**src/core/fcc_pkg.sv**
```systemverilog
package fcc_pkg;

    localparam int unsigned ADDR_W = 16;
    localparam int unsigned REG_AW = 4;
    localparam int unsigned IRQ_N = 3;

    ////////////////////////////////////////////////////////////////////////////////
    localparam logic [7:0] CMD_BLANK = 8'h05;
    localparam logic [7:0] CMD_PROG = 8'h20;
    localparam logic [7:0] CMD_BURST = 8'h25;
    localparam logic [7:0] CMD_PAGE = 8'h40;
    localparam logic [7:0] CMD_MASS = 8'h41;

    ////////////////////////////////////////////////////////////////////////////////
    localparam logic [3:0] REG_CONFIG = 4'h0;
    localparam logic [3:0] REG_PROTECT = 4'h1;
    localparam logic [3:0] REG_STATUS = 4'h2;
    localparam logic [3:0] REG_COMMAND = 4'h3;
    localparam logic [3:0] REG_ADDR = 4'h4;
    localparam logic [3:0] REG_DATA = 4'h5;
    localparam logic [3:0] REG_DIVIDER = 4'h6;
    localparam logic [3:0] REG_INT_STAT = 4'h7;
    localparam logic [3:0] REG_INT_CLR = 4'h8;
    localparam logic [3:0] REG_INT_EN = 4'h9;
    localparam logic [3:0] REG_SECURITY = 4'hA;

    localparam int unsigned CFG_KEY_BIT = 5;
    localparam int unsigned ST_CBEF = 7;
    localparam int unsigned ST_CCF = 6;
    localparam int unsigned ST_PVIOL = 5;
    localparam int unsigned ST_ACCERR = 4;
    localparam int unsigned ST_BLANK = 2;
    localparam int unsigned DIV_LOADED = 7;
    localparam int unsigned IRQ_CCF = 0;
    localparam int unsigned IRQ_PVIOL = 1;
    localparam int unsigned IRQ_ACCERR = 2;

    localparam logic [1:0] SEC_UNSECURED = 2'h2;
    localparam int unsigned ROW_LSB = 6;
    localparam int unsigned PAGE_LSB = 9;
    localparam int unsigned KEY_LSB = 3;
    localparam logic [15:0] KEY_BASE = 16'hFFB0;

    ////////////////////////////////////////////////////////////////////////////////
    typedef struct packed {
        logic [7:0] cmd;
        logic [ADDR_W-1:0] addr;
        logic [7:0] data;
    } fcc_arr_req_t;

    typedef enum logic [1:0] {SEQ_IDLE, SEQ_DATA, SEQ_CMD} fcc_seq_t;
    typedef enum logic {ENG_IDLE, ENG_BUSY} fcc_eng_t;

    ////////////////////////////////////////////////////////////////////////////////
    function automatic logic cmd_legal(input logic [7:0] c);
        cmd_legal = (c == CMD_BLANK) || (c == CMD_PROG) || (c == CMD_BURST)
            || (c == CMD_PAGE) || (c == CMD_MASS);
    endfunction

    function automatic logic cmd_modifies(input logic [7:0] c);
        cmd_modifies = (c == CMD_PROG) || (c == CMD_BURST) || (c == CMD_PAGE) || (c == CMD_MASS);
    endfunction

    // A row boundary breaks pump retention even when the upper bits agree.
    function automatic logic same_row(input logic [15:0] a, input logic [15:0] b);
        same_row = (a[15:ROW_LSB] == b[15:ROW_LSB]) && (b[ROW_LSB-1:0] != '0);
    endfunction

    function automatic logic in_key_range(input logic [15:0] a);
        in_key_range = (a[15:KEY_LSB] == KEY_BASE[15:KEY_LSB]);
    endfunction

endpackage

```
**src/core/fcc_prot.sv**
```systemverilog
`timescale 1ns/100ps
module fcc_prot
(
    input wire logic clk,
    input wire logic rstn,
    input wire logic [7:0] nv_copy,
    input wire logic wr,
    input wire logic [7:0] wdata,
    input wire logic [15:0] chk_addr,
    input wire logic chk_mass,
    output logic [7:0] prot_q,
    output logic hit
);
    import fcc_pkg::*;

    logic [7:0] prot_d;
    logic raise_ok;

    // Only a smaller select value is taken, so software can never loosen protection.
    assign raise_ok = wr && !prot_q[0] && (wdata[7:1] < prot_q[7:1]);
    assign prot_d = raise_ok ? {wdata[7:1], 1'b0} : prot_q;
    // The high end above the select boundary is protected; mass erase touches it always.
    assign hit = !prot_q[0] && (chk_mass || (chk_addr[15:PAGE_LSB] > prot_q[7:1]));

    always_ff @(posedge clk)
    begin
        if (!rstn)
            prot_q <= nv_copy;
        else
            prot_q <= prot_d;
    end

endmodule

```
**src/core/fcc_irq.sv**
```systemverilog
`timescale 1ns/100ps
module fcc_irq
#(
    parameter int unsigned N = 3
)
(
    input wire logic clk,
    input wire logic rstn,
    input wire logic [N-1:0] set,
    input wire logic clr_wr,
    input wire logic en_wr,
    input wire logic [N-1:0] wdata,
    output logic [N-1:0] status_q,
    output logic [N-1:0] enable_q,
    output logic irq_q
);
    logic [N-1:0] status_d;
    logic [N-1:0] enable_d;

    // A new event in the clearing cycle survives the clear.
    assign status_d = set | (status_q & ~(clr_wr ? wdata : '0));
    assign enable_d = en_wr ? wdata : enable_q;

    always_ff @(posedge clk)
    begin
        if (!rstn)
        begin
            status_q <= '0;
            enable_q <= '0;
            irq_q <= 1'b0;
        end
        else
        begin
            status_q <= status_d;
            enable_q <= enable_d;
            irq_q <= |(status_d & enable_d);
        end
    end

endmodule

```
**src/core/fcc_top.sv**
```systemverilog
// Design decisions made here: the Avalon-MM slave port and the register offsets.
`timescale 1ns/100ps
module fcc_top
(
    input wire logic SYS_CLK,
    input wire logic RSTN,
    input wire logic [fcc_pkg::REG_AW-1:0] AVS_ADDRESS,
    input wire logic AVS_READ,
    input wire logic AVS_WRITE,
    input wire logic [31:0] AVS_WRITEDATA,
    input wire logic [3:0] AVS_BYTEENABLE,
    output logic [31:0] AVS_READDATA,
    output logic AVS_WAITREQUEST,
    output fcc_pkg::fcc_arr_req_t ARR_REQ,
    output logic ARR_START,
    input wire logic ARR_DONE,
    input wire logic ARR_ERASED,
    output logic PUMP_EN,
    input wire logic [7:0] NV_PROT,
    input wire logic [1:0] NV_SEC,
    input wire logic KEY_MATCH,
    input wire logic STOP_REQ,
    output logic [63:0] BACKDOOR_KEY,
    output logic [6:0] FLASH_CLK_DIV,
    output logic SECURED,
    output logic IRQ
);
    import fcc_pkg::*;

    ////////////////////////////////////////////////////////////////////////////////
    logic wait_q;
    logic take;
    logic take_wr;
    logic wr0;
    logic [7:0] wd;
    logic [31:0] rd_mux;
    logic cfg_q;
    logic [7:0] div_q;
    logic [ADDR_W-1:0] addr_q;
    logic [63:0] key_q;
    fcc_arr_req_t buf_q;
    fcc_arr_req_t buf_d;
    fcc_seq_t seq_q;
    fcc_seq_t seq_d;
    fcc_eng_t eng_q;
    fcc_eng_t eng_d;
    logic cbef_q;
    logic cbef_d;
    logic ccf_q;
    logic ccf_d;
    logic pviol_q;
    logic pviol_d;
    logic accerr_q;
    logic accerr_d;
    logic blank_q;
    logic blank_d;
    logic [1:0] sec_q;
    logic [1:0] sec_d;
    logic pump_d;
    logic [7:0] prot_q;
    logic prot_hit;
    logic [IRQ_N-1:0] irq_set;
    logic [IRQ_N-1:0] irq_stat;
    logic [IRQ_N-1:0] irq_en;

    ////////////////////////////////////////////////////////////////////////////////
    // Every access waits exactly one cycle, which lets read data come from a flop.
    assign take = (AVS_READ || AVS_WRITE) && !wait_q;
    assign take_wr = take && AVS_WRITE;
    assign wr0 = take_wr && AVS_BYTEENABLE[0];
    assign wd = AVS_WRITEDATA[7:0];

    logic wr_cfg;
    logic wr_prot;
    logic wr_stat;
    logic wr_cmd;
    logic wr_addr_lo;
    logic wr_addr_hi;
    logic wr_data;
    logic wr_div;
    logic wr_iclr;
    logic wr_ien;
    assign wr_cfg = wr0 && (AVS_ADDRESS == REG_CONFIG);
    assign wr_prot = wr0 && (AVS_ADDRESS == REG_PROTECT);
    assign wr_stat = wr0 && (AVS_ADDRESS == REG_STATUS);
    assign wr_cmd = wr0 && (AVS_ADDRESS == REG_COMMAND);
    assign wr_addr_lo = wr0 && (AVS_ADDRESS == REG_ADDR);
    assign wr_addr_hi = take_wr && AVS_BYTEENABLE[1] && (AVS_ADDRESS == REG_ADDR);
    assign wr_data = wr0 && (AVS_ADDRESS == REG_DATA);
    assign wr_div = wr0 && (AVS_ADDRESS == REG_DIVIDER);
    assign wr_iclr = wr0 && (AVS_ADDRESS == REG_INT_CLR);
    assign wr_ien = wr0 && (AVS_ADDRESS == REG_INT_EN);

    always_comb
    begin
        rd_mux = '0;
        if (AVS_ADDRESS == REG_CONFIG)
            rd_mux[CFG_KEY_BIT] = cfg_q;
        else if (AVS_ADDRESS == REG_PROTECT)
            rd_mux[7:0] = prot_q;
        else if (AVS_ADDRESS == REG_STATUS)
            rd_mux[7:0] = {cbef_q, ccf_q, pviol_q, accerr_q, 1'b0, blank_q, 2'b00};
        else if (AVS_ADDRESS == REG_COMMAND)
            rd_mux[7:0] = buf_q.cmd;
        else if (AVS_ADDRESS == REG_ADDR)
            rd_mux[ADDR_W-1:0] = addr_q;
        else if (AVS_ADDRESS == REG_DATA)
            rd_mux[7:0] = buf_q.data;
        else if (AVS_ADDRESS == REG_DIVIDER)
            rd_mux[7:0] = div_q;
        else if (AVS_ADDRESS == REG_INT_STAT)
            rd_mux[IRQ_N-1:0] = irq_stat;
        else if (AVS_ADDRESS == REG_INT_EN)
            rd_mux[IRQ_N-1:0] = irq_en;
        else if (AVS_ADDRESS == REG_SECURITY)
            rd_mux[1:0] = sec_q;
    end

    always_ff @(posedge SYS_CLK)
    begin
        if (!RSTN)
        begin
            wait_q <= 1'b1;
            AVS_READDATA <= '0;
        end
        else
        begin
            wait_q <= !((AVS_READ || AVS_WRITE) && wait_q);
            AVS_READDATA <= (AVS_READ && wait_q) ? rd_mux : AVS_READDATA;
        end
    end
    assign AVS_WAITREQUEST = wait_q;

    ////////////////////////////////////////////////////////////////////////////////
    logic key_wr;
    logic seq_wr;
    logic seq_err;
    logic launch_req;
    logic acc_bad;
    logic pv_bad;
    logic launch_ok;
    logic busy_ok;

    assign key_wr = wr_data && cfg_q && in_key_range(addr_q);
    assign seq_wr = wr_data && !key_wr;
    // Out-of-order steps abort the sequence so a half-built command never launches.
    assign seq_err = (seq_wr && (!cbef_q || seq_q != SEQ_IDLE))
        || (wr_cmd && seq_q != SEQ_DATA);
    assign launch_req = wr_stat && wd[ST_CBEF];
    // Behind a running command only a burst may queue, and only behind a burst.
    assign busy_ok = (eng_q == ENG_IDLE)
        || (ARR_REQ.cmd == CMD_BURST && buf_q.cmd == CMD_BURST);
    assign acc_bad = launch_req && (seq_q != SEQ_CMD || !cbef_q
        || !cmd_legal(buf_q.cmd) || !div_q[DIV_LOADED] || !busy_ok || STOP_REQ);
    assign pv_bad = launch_req && !acc_bad && cmd_modifies(buf_q.cmd) && prot_hit;
    assign launch_ok = launch_req && !acc_bad && !pv_bad;

    always_comb
    begin
        seq_d = seq_q;
        buf_d = buf_q;
        if (seq_err || launch_req)
            seq_d = SEQ_IDLE;
        else if (seq_wr)
            seq_d = SEQ_DATA;
        else if (wr_cmd)
            seq_d = SEQ_CMD;
        if (seq_wr && !seq_err)
        begin
            buf_d.addr = addr_q;
            buf_d.data = wd;
        end
        if (wr_cmd && !seq_err)
            buf_d.cmd = wd;
    end

    fcc_prot u_prot
    (
        .clk(SYS_CLK),
        .rstn(RSTN),
        .nv_copy(NV_PROT),
        .wr(wr_prot),
        .wdata(wd),
        .chk_addr(buf_q.addr),
        .chk_mass(buf_q.cmd == CMD_MASS),
        .prot_q(prot_q),
        .hit(prot_hit)
    );

    ////////////////////////////////////////////////////////////////////////////////
    logic done;
    logic retain;
    logic xfer;
    logic abort;

    assign done = (eng_q == ENG_BUSY) && ARR_DONE;
    assign retain = done && ARR_REQ.cmd == CMD_BURST && !cbef_q
        && buf_q.cmd == CMD_BURST && same_row(ARR_REQ.addr, buf_q.addr);
    assign abort = STOP_REQ && (eng_q == ENG_BUSY);
    assign xfer = !cbef_q && !abort && ((eng_q == ENG_IDLE && !STOP_REQ) || retain);

    always_comb
    begin
        eng_d = eng_q;
        pump_d = PUMP_EN;
        if (abort)
        begin
            eng_d = ENG_IDLE;
            pump_d = 1'b0;
        end
        else if (xfer)
        begin
            eng_d = ENG_BUSY;
            pump_d = cmd_modifies(buf_q.cmd);
        end
        else if (done)
        begin
            eng_d = ENG_IDLE;
            pump_d = 1'b0;
        end
    end

    // A transfer frees the buffer; a stop mid-command discards what was queued.
    assign cbef_d = (abort || xfer) ? 1'b1 : (launch_ok ? 1'b0 : cbef_q);
    assign ccf_d = cbef_d && (eng_d == ENG_IDLE);
    assign pviol_d = pv_bad || (pviol_q && !(wr_stat && wd[ST_PVIOL]));
    assign accerr_d = acc_bad || seq_err || abort
        || (accerr_q && !(wr_stat && wd[ST_ACCERR]));
    assign blank_d = launch_ok ? 1'b0
        : ((done && ARR_REQ.cmd == CMD_BLANK) ? ARR_ERASED : blank_q);
    assign sec_d = (KEY_MATCH || (done && ARR_REQ.cmd == CMD_BLANK && ARR_ERASED))
        ? SEC_UNSECURED : sec_q;

    always_ff @(posedge SYS_CLK)
    begin
        if (!RSTN)
        begin
            seq_q <= SEQ_IDLE;
            eng_q <= ENG_IDLE;
            buf_q <= '0;
            cbef_q <= 1'b1;
            ccf_q <= 1'b1;
            pviol_q <= 1'b0;
            accerr_q <= 1'b0;
            blank_q <= 1'b0;
            PUMP_EN <= 1'b0;
        end
        else
        begin
            seq_q <= seq_d;
            eng_q <= eng_d;
            buf_q <= buf_d;
            cbef_q <= cbef_d;
            ccf_q <= ccf_d;
            pviol_q <= pviol_d;
            accerr_q <= accerr_d;
            blank_q <= blank_d;
            PUMP_EN <= pump_d;
        end
    end

    always_ff @(posedge SYS_CLK)
    begin
        if (!RSTN)
        begin
            ARR_START <= 1'b0;
            ARR_REQ <= '0;
        end
        else
        begin
            ARR_START <= xfer;
            ARR_REQ <= xfer ? buf_q : ARR_REQ;
        end
    end

    // Secure patterns are held from the nonvolatile copy, caught at reset.
    always_ff @(posedge SYS_CLK)
    begin
        if (!RSTN)
        begin
            sec_q <= NV_SEC;
            SECURED <= (NV_SEC != SEC_UNSECURED);
        end
        else
        begin
            sec_q <= sec_d;
            SECURED <= (sec_d != SEC_UNSECURED);
        end
    end

    ////////////////////////////////////////////////////////////////////////////////
    always_ff @(posedge SYS_CLK)
    begin
        if (!RSTN)
        begin
            cfg_q <= 1'b0;
            div_q <= '0;
            addr_q <= '0;
            key_q <= '0;
        end
        else
        begin
            cfg_q <= wr_cfg ? wd[CFG_KEY_BIT] : cfg_q;
            div_q <= wr_div ? {1'b1, wd[6:0]} : div_q;
            addr_q[7:0] <= wr_addr_lo ? wd : addr_q[7:0];
            addr_q[15:8] <= wr_addr_hi ? AVS_WRITEDATA[15:8] : addr_q[15:8];
            if (key_wr)
                key_q[{addr_q[KEY_LSB-1:0], 3'b000} +: 8] <= wd;
        end
    end
    assign BACKDOOR_KEY = key_q;
    assign FLASH_CLK_DIV = div_q[6:0];

    assign irq_set[IRQ_CCF] = ccf_d && !ccf_q;
    assign irq_set[IRQ_PVIOL] = pv_bad;
    assign irq_set[IRQ_ACCERR] = acc_bad || seq_err || abort;

    fcc_irq #(.N(IRQ_N)) u_irq
    (
        .clk(SYS_CLK),
        .rstn(RSTN),
        .set(irq_set),
        .clr_wr(wr_iclr),
        .en_wr(wr_ien),
        .wdata(wd[IRQ_N-1:0]),
        .status_q(irq_stat),
        .enable_q(irq_en),
        .irq_q(IRQ)
    );
endmodule

```
**config.mk**
```make
export PLATFORM = sky130hd
export DESIGN_NAME = fcc_top
export DESIGN_NICKNAME = d
export VERILOG_FILES = /design/src/core/fcc_pkg.sv /design/src/core/fcc_prot.sv /design/src/core/fcc_irq.sv /design/src/core/fcc_top.sv
export SDC_FILE = /design/constraint.sdc
export NUM_CORES = 1
export LEC_CHECK = 0
export BUFFER_PORTS_ARGS = -buffer_cell sky130_fd_sc_hd__buf_2
export CORE_ASPECT_RATIO = 0.5
export CORE_MARGIN = 1
export CORE_UTILIZATION = 40
export CTS_CLUSTER_DIAMETER = 30
export CTS_CLUSTER_SIZE = 8
export DETAILED_ROUTE_END_ITERATION = 10
export HOLD_SLACK_MARGIN = 0.06
export PLACE_DENSITY_LB_ADDON = 0.12
export SYNTH_ARGS = -nofsm -noshare
export SYNTH_HDL_FRONTEND = slang
export SYNTH_SLANG_ARGS = --single-unit
```
**constraint.sdc**
```tcl
create_clock -name SYS_CLK -period 2.3 [get_ports SYS_CLK]
set_input_delay 0.115 -clock SYS_CLK [delete_from_list [all_inputs] [get_ports SYS_CLK]]
set_output_delay 0.115 -clock SYS_CLK [all_outputs]
set_load 0.03 [all_outputs]
```
==> impl_metrics.json <==
{
  "ant_nets": 0,
  "drt_wl_total_mm": 26.6,
  "antenna_found_initial": 1,
  "maxCapViolations": 0,
  "top_layer": "met4",
  "endpoint_kind": "register",
  "synth_area_sq_um": 9090,
  "netlist.top_cell.by_area": "dfxtp_1",
  "initial_core_util_pct": 41.4,
  "final.setup.tns_ns": 0,
  "drcViolationCount": 0,
  "fin_nets": 1234,
  "power_density_nw_per_um2": 617,
  "ys_warn_count": 0,
  "dp_slack_ns": -0.0504,
  "grt.total_usage_pct": 22.8,
  "outcome": "finished, final reports clean",
  "grt_max_degree": 53,
  "min_from": "AVS_WRITEDATA[0]",
  "slew_headroom_pct": 57.5,
  "crit_arrival_ns": 2.62,
  "crit_start": "AVS_WAITREQUEST$_SDFF_PN1_",
  "cp_slowest_stage_delay_ns": 0.50,
  "syn_to_final_growth_pct": 28.2,
  "crit_path_start_kind": "register",
  "crit_type": "register to register",
  "crit_chain": "nand3b_1, buf_4, nor3_1, o31ai_1, a221o_1, nand3_1, a21oi_1, o221ai_2",
  "synth_cell_types": 63,
  "cts_sinks": 198,
  "antenna_cells": 0,
  "wl_per_cell_um": 18.0,
  "drt_iter0_drc": 532,
  "rsz0062_at_grt": "yes",
  "fin_util_pct": 53.0,
  "async_reset_ff_share_pct": 0,
  "synth-seq-area-share_pct": 44.5,
  "final_cell_area_sq_um": 11600,
  "synth_cells": 937,
  "worstPathRequired_ns": 2.66,
  "gr-total-overflow": 0,
  "fin_skew_ns": 0.0130,
  "r2r-start": "AVS_WAITREQUEST$_SDFF_PN1_",
  "syn_avg_cell_area_sq_um": 9.70,
  "synth_top_area_share_pct": 41.9,
  "period_share_pct": 98.2,
  "hold_viol_final": 0,
  "grt_pass1_vias": 6833,
  "coreArea_sq_um": 22000,
  "leakagePower_nw": 5.21,
  "synth_most_common_cell": "dfxtp_1",
  "die_area_sq_um": 23400,
  "p_total_mw": 7.19,
  "irDropWorstVdd_uv": 414,
  "insertion_delay_ns": 0.45,
  "worst_slack_ns": 0.0414,
  "vias": 7415,
  "cts_buffers": 17,
  "synth_top_flop_cell": "dfxtp_1",
  "r2r_slack_ns": 0.04,
  "synth-seq-cells": 198,
  "crit_slowest_cell": "nor3_1",
  "die_y_um": 109,
  "met1_length_mm": 13.4,
  "clk_pin_slew_ns": 0.07,
  "holdCritPathClass": "input port to register",
  "clk_path_buf_depth": 2,
  "tritoncts": "yes",
  "via_per_inst": 5.03,
  "fin_crit_ns": 2.26,
  "rows": 38,
  "finalNonFillerCells": 1474,
  "hold_ws_ns": 0.107,
  "synth-edff-count": 8,
  "tightest_slew_ns": 0.636,
  "synthTopCellsByCount": "dfxtp_1 (190), nor2b_1 (145), mux2i_1 (136)",
  "dpl_cell_area_sq_um": 10600,
  "htreeDepth": 4,
  "dp_hpwl_mm": 19.2,
  "placedCellCount": 1411,
  "fillers": 2035,
  "dieWidth_um": 215,
  "final-setup-viol-count": 0,
  "root_buffer": "clkbuf_16",
  "dr_wl_met2_mm": 11.3,
  "drive_gt1_share_pct": 27.0,
  "dr_wl_met3_mm": 1.49,
  "max_freq_ghz": 0.443,
  "worstPathMaxFanout": 4,
  "port-buffer-count": 163,
  "gp_congestion": 0.906,
  "grt_pass1_wl_mm": 39.8,
  "io_pins": 198,
  "synthTopCellsByArea": "dfxtp_1 (42%), mux2i_1 (15%), nor2b_1 (10%)",
  "slew_violations": 0,
  "firstDrtPassIters": 5
}
[power by group]
group	switching [mW]	internal [mW]
Combinational	0.293	0.196
Sequential	0.0174	3.48
Clock	1.30	1.91
Total	1.61	5.58
[final timing paths]
kind,end,cells after the start
hold / removal,BACKDOOR_KEY[40]$_SDFFE_PN0P_,3
hold reg to reg,AVS_READDATA[1]$_SDFFE_PN0P_,2
setup reg to reg,u_irq.irq_q$_SDFF_PN0_,8
setup / recovery,u_irq.irq_q$_SDFF_PN0_,8
[timing repair]
item,CTS,global route
gates cloned,0,1
hold buffers,23,1
pin swaps,1,15
setup buffers,3,3
endpoints found under the hold margin,22,1
setup endpoints to repair,8,85
gates resized for setup,0,31
[worst max-delay path: cells and delay by family (launching register included)]
family	cells	cell delay, ns
DFF	1	0.32
buffers and inverters	1	0.23
and+or+nand+nor	3	0.93
AOI/OAI and AO/OA	4	0.70
[cell type report]
cell class	count	area, sq um	area share (%)
Multi-Input combinational cell	654	4730	40.6
Tap cell	300	375	3.22
Clock buffer	24	482	4.13
Inverter	18	67.6	0.580
Sequential cell	198	4050	34.7
Timing Repair Buffer	272	1800	15.5
Clock inverter	8	145	1.25
[placed cells by master, fill, tap and decap left out, types with 9 or more instances in the layout]
cell	count
conb_1	16
buf_2	162
ha_1	11
nor2_1	22
o21ai_0	28
a22oi_1	15
nand2_1	74
mux2i_1	136
and2_1	23
buf_4	76
nor2b_1	145
dfxtp_1	188
a21oi_1	19
dlygate4sd3_1	24
nand2b_1	11
nor3_1	9
clkbuf_16	18
inv_1	15
[layer usage]
metal  global-route usage (%)  up-vias
met5                        0        -
met4                     6.89        0
met3                     4.92       28
met2                     32.9      230
met1                     33.4     3520
li1                         -     3637
[sequential cells by signal, summed over array words and instances, names as in the netlist, 2 cells and up]
register,cells
AVS_READDATA,16
BACKDOOR_KEY,64
u_irq.status_q,3
addr_q,16
ARR_REQ,32
sec_q,2
u_irq.enable_q,3
div_q,8
buf_q,32
seq_q,2
u_prot.prot_q,8
[kinds of logic after synthesis]
| family | count (synthesis) | share of synthesized area (%) |
|---|---|---|
| adder cells (fa/ha/maj) | 15 | 2.07 |
| other | 1 | 0.0413 |
| flip-flops | 198 | 44.5 |
| buffers and inverters | 100 | 5.71 |
| AND/OR/NAND/NOR | 349 | 22.0 |
| AO/OA/AOI/OAI | 118 | 8.44 |
| XOR/XNOR | 11 | 1.06 |
| multiplexers | 145 | 16.2 |
No activity file was read; power rests on OpenSTA's default activity.
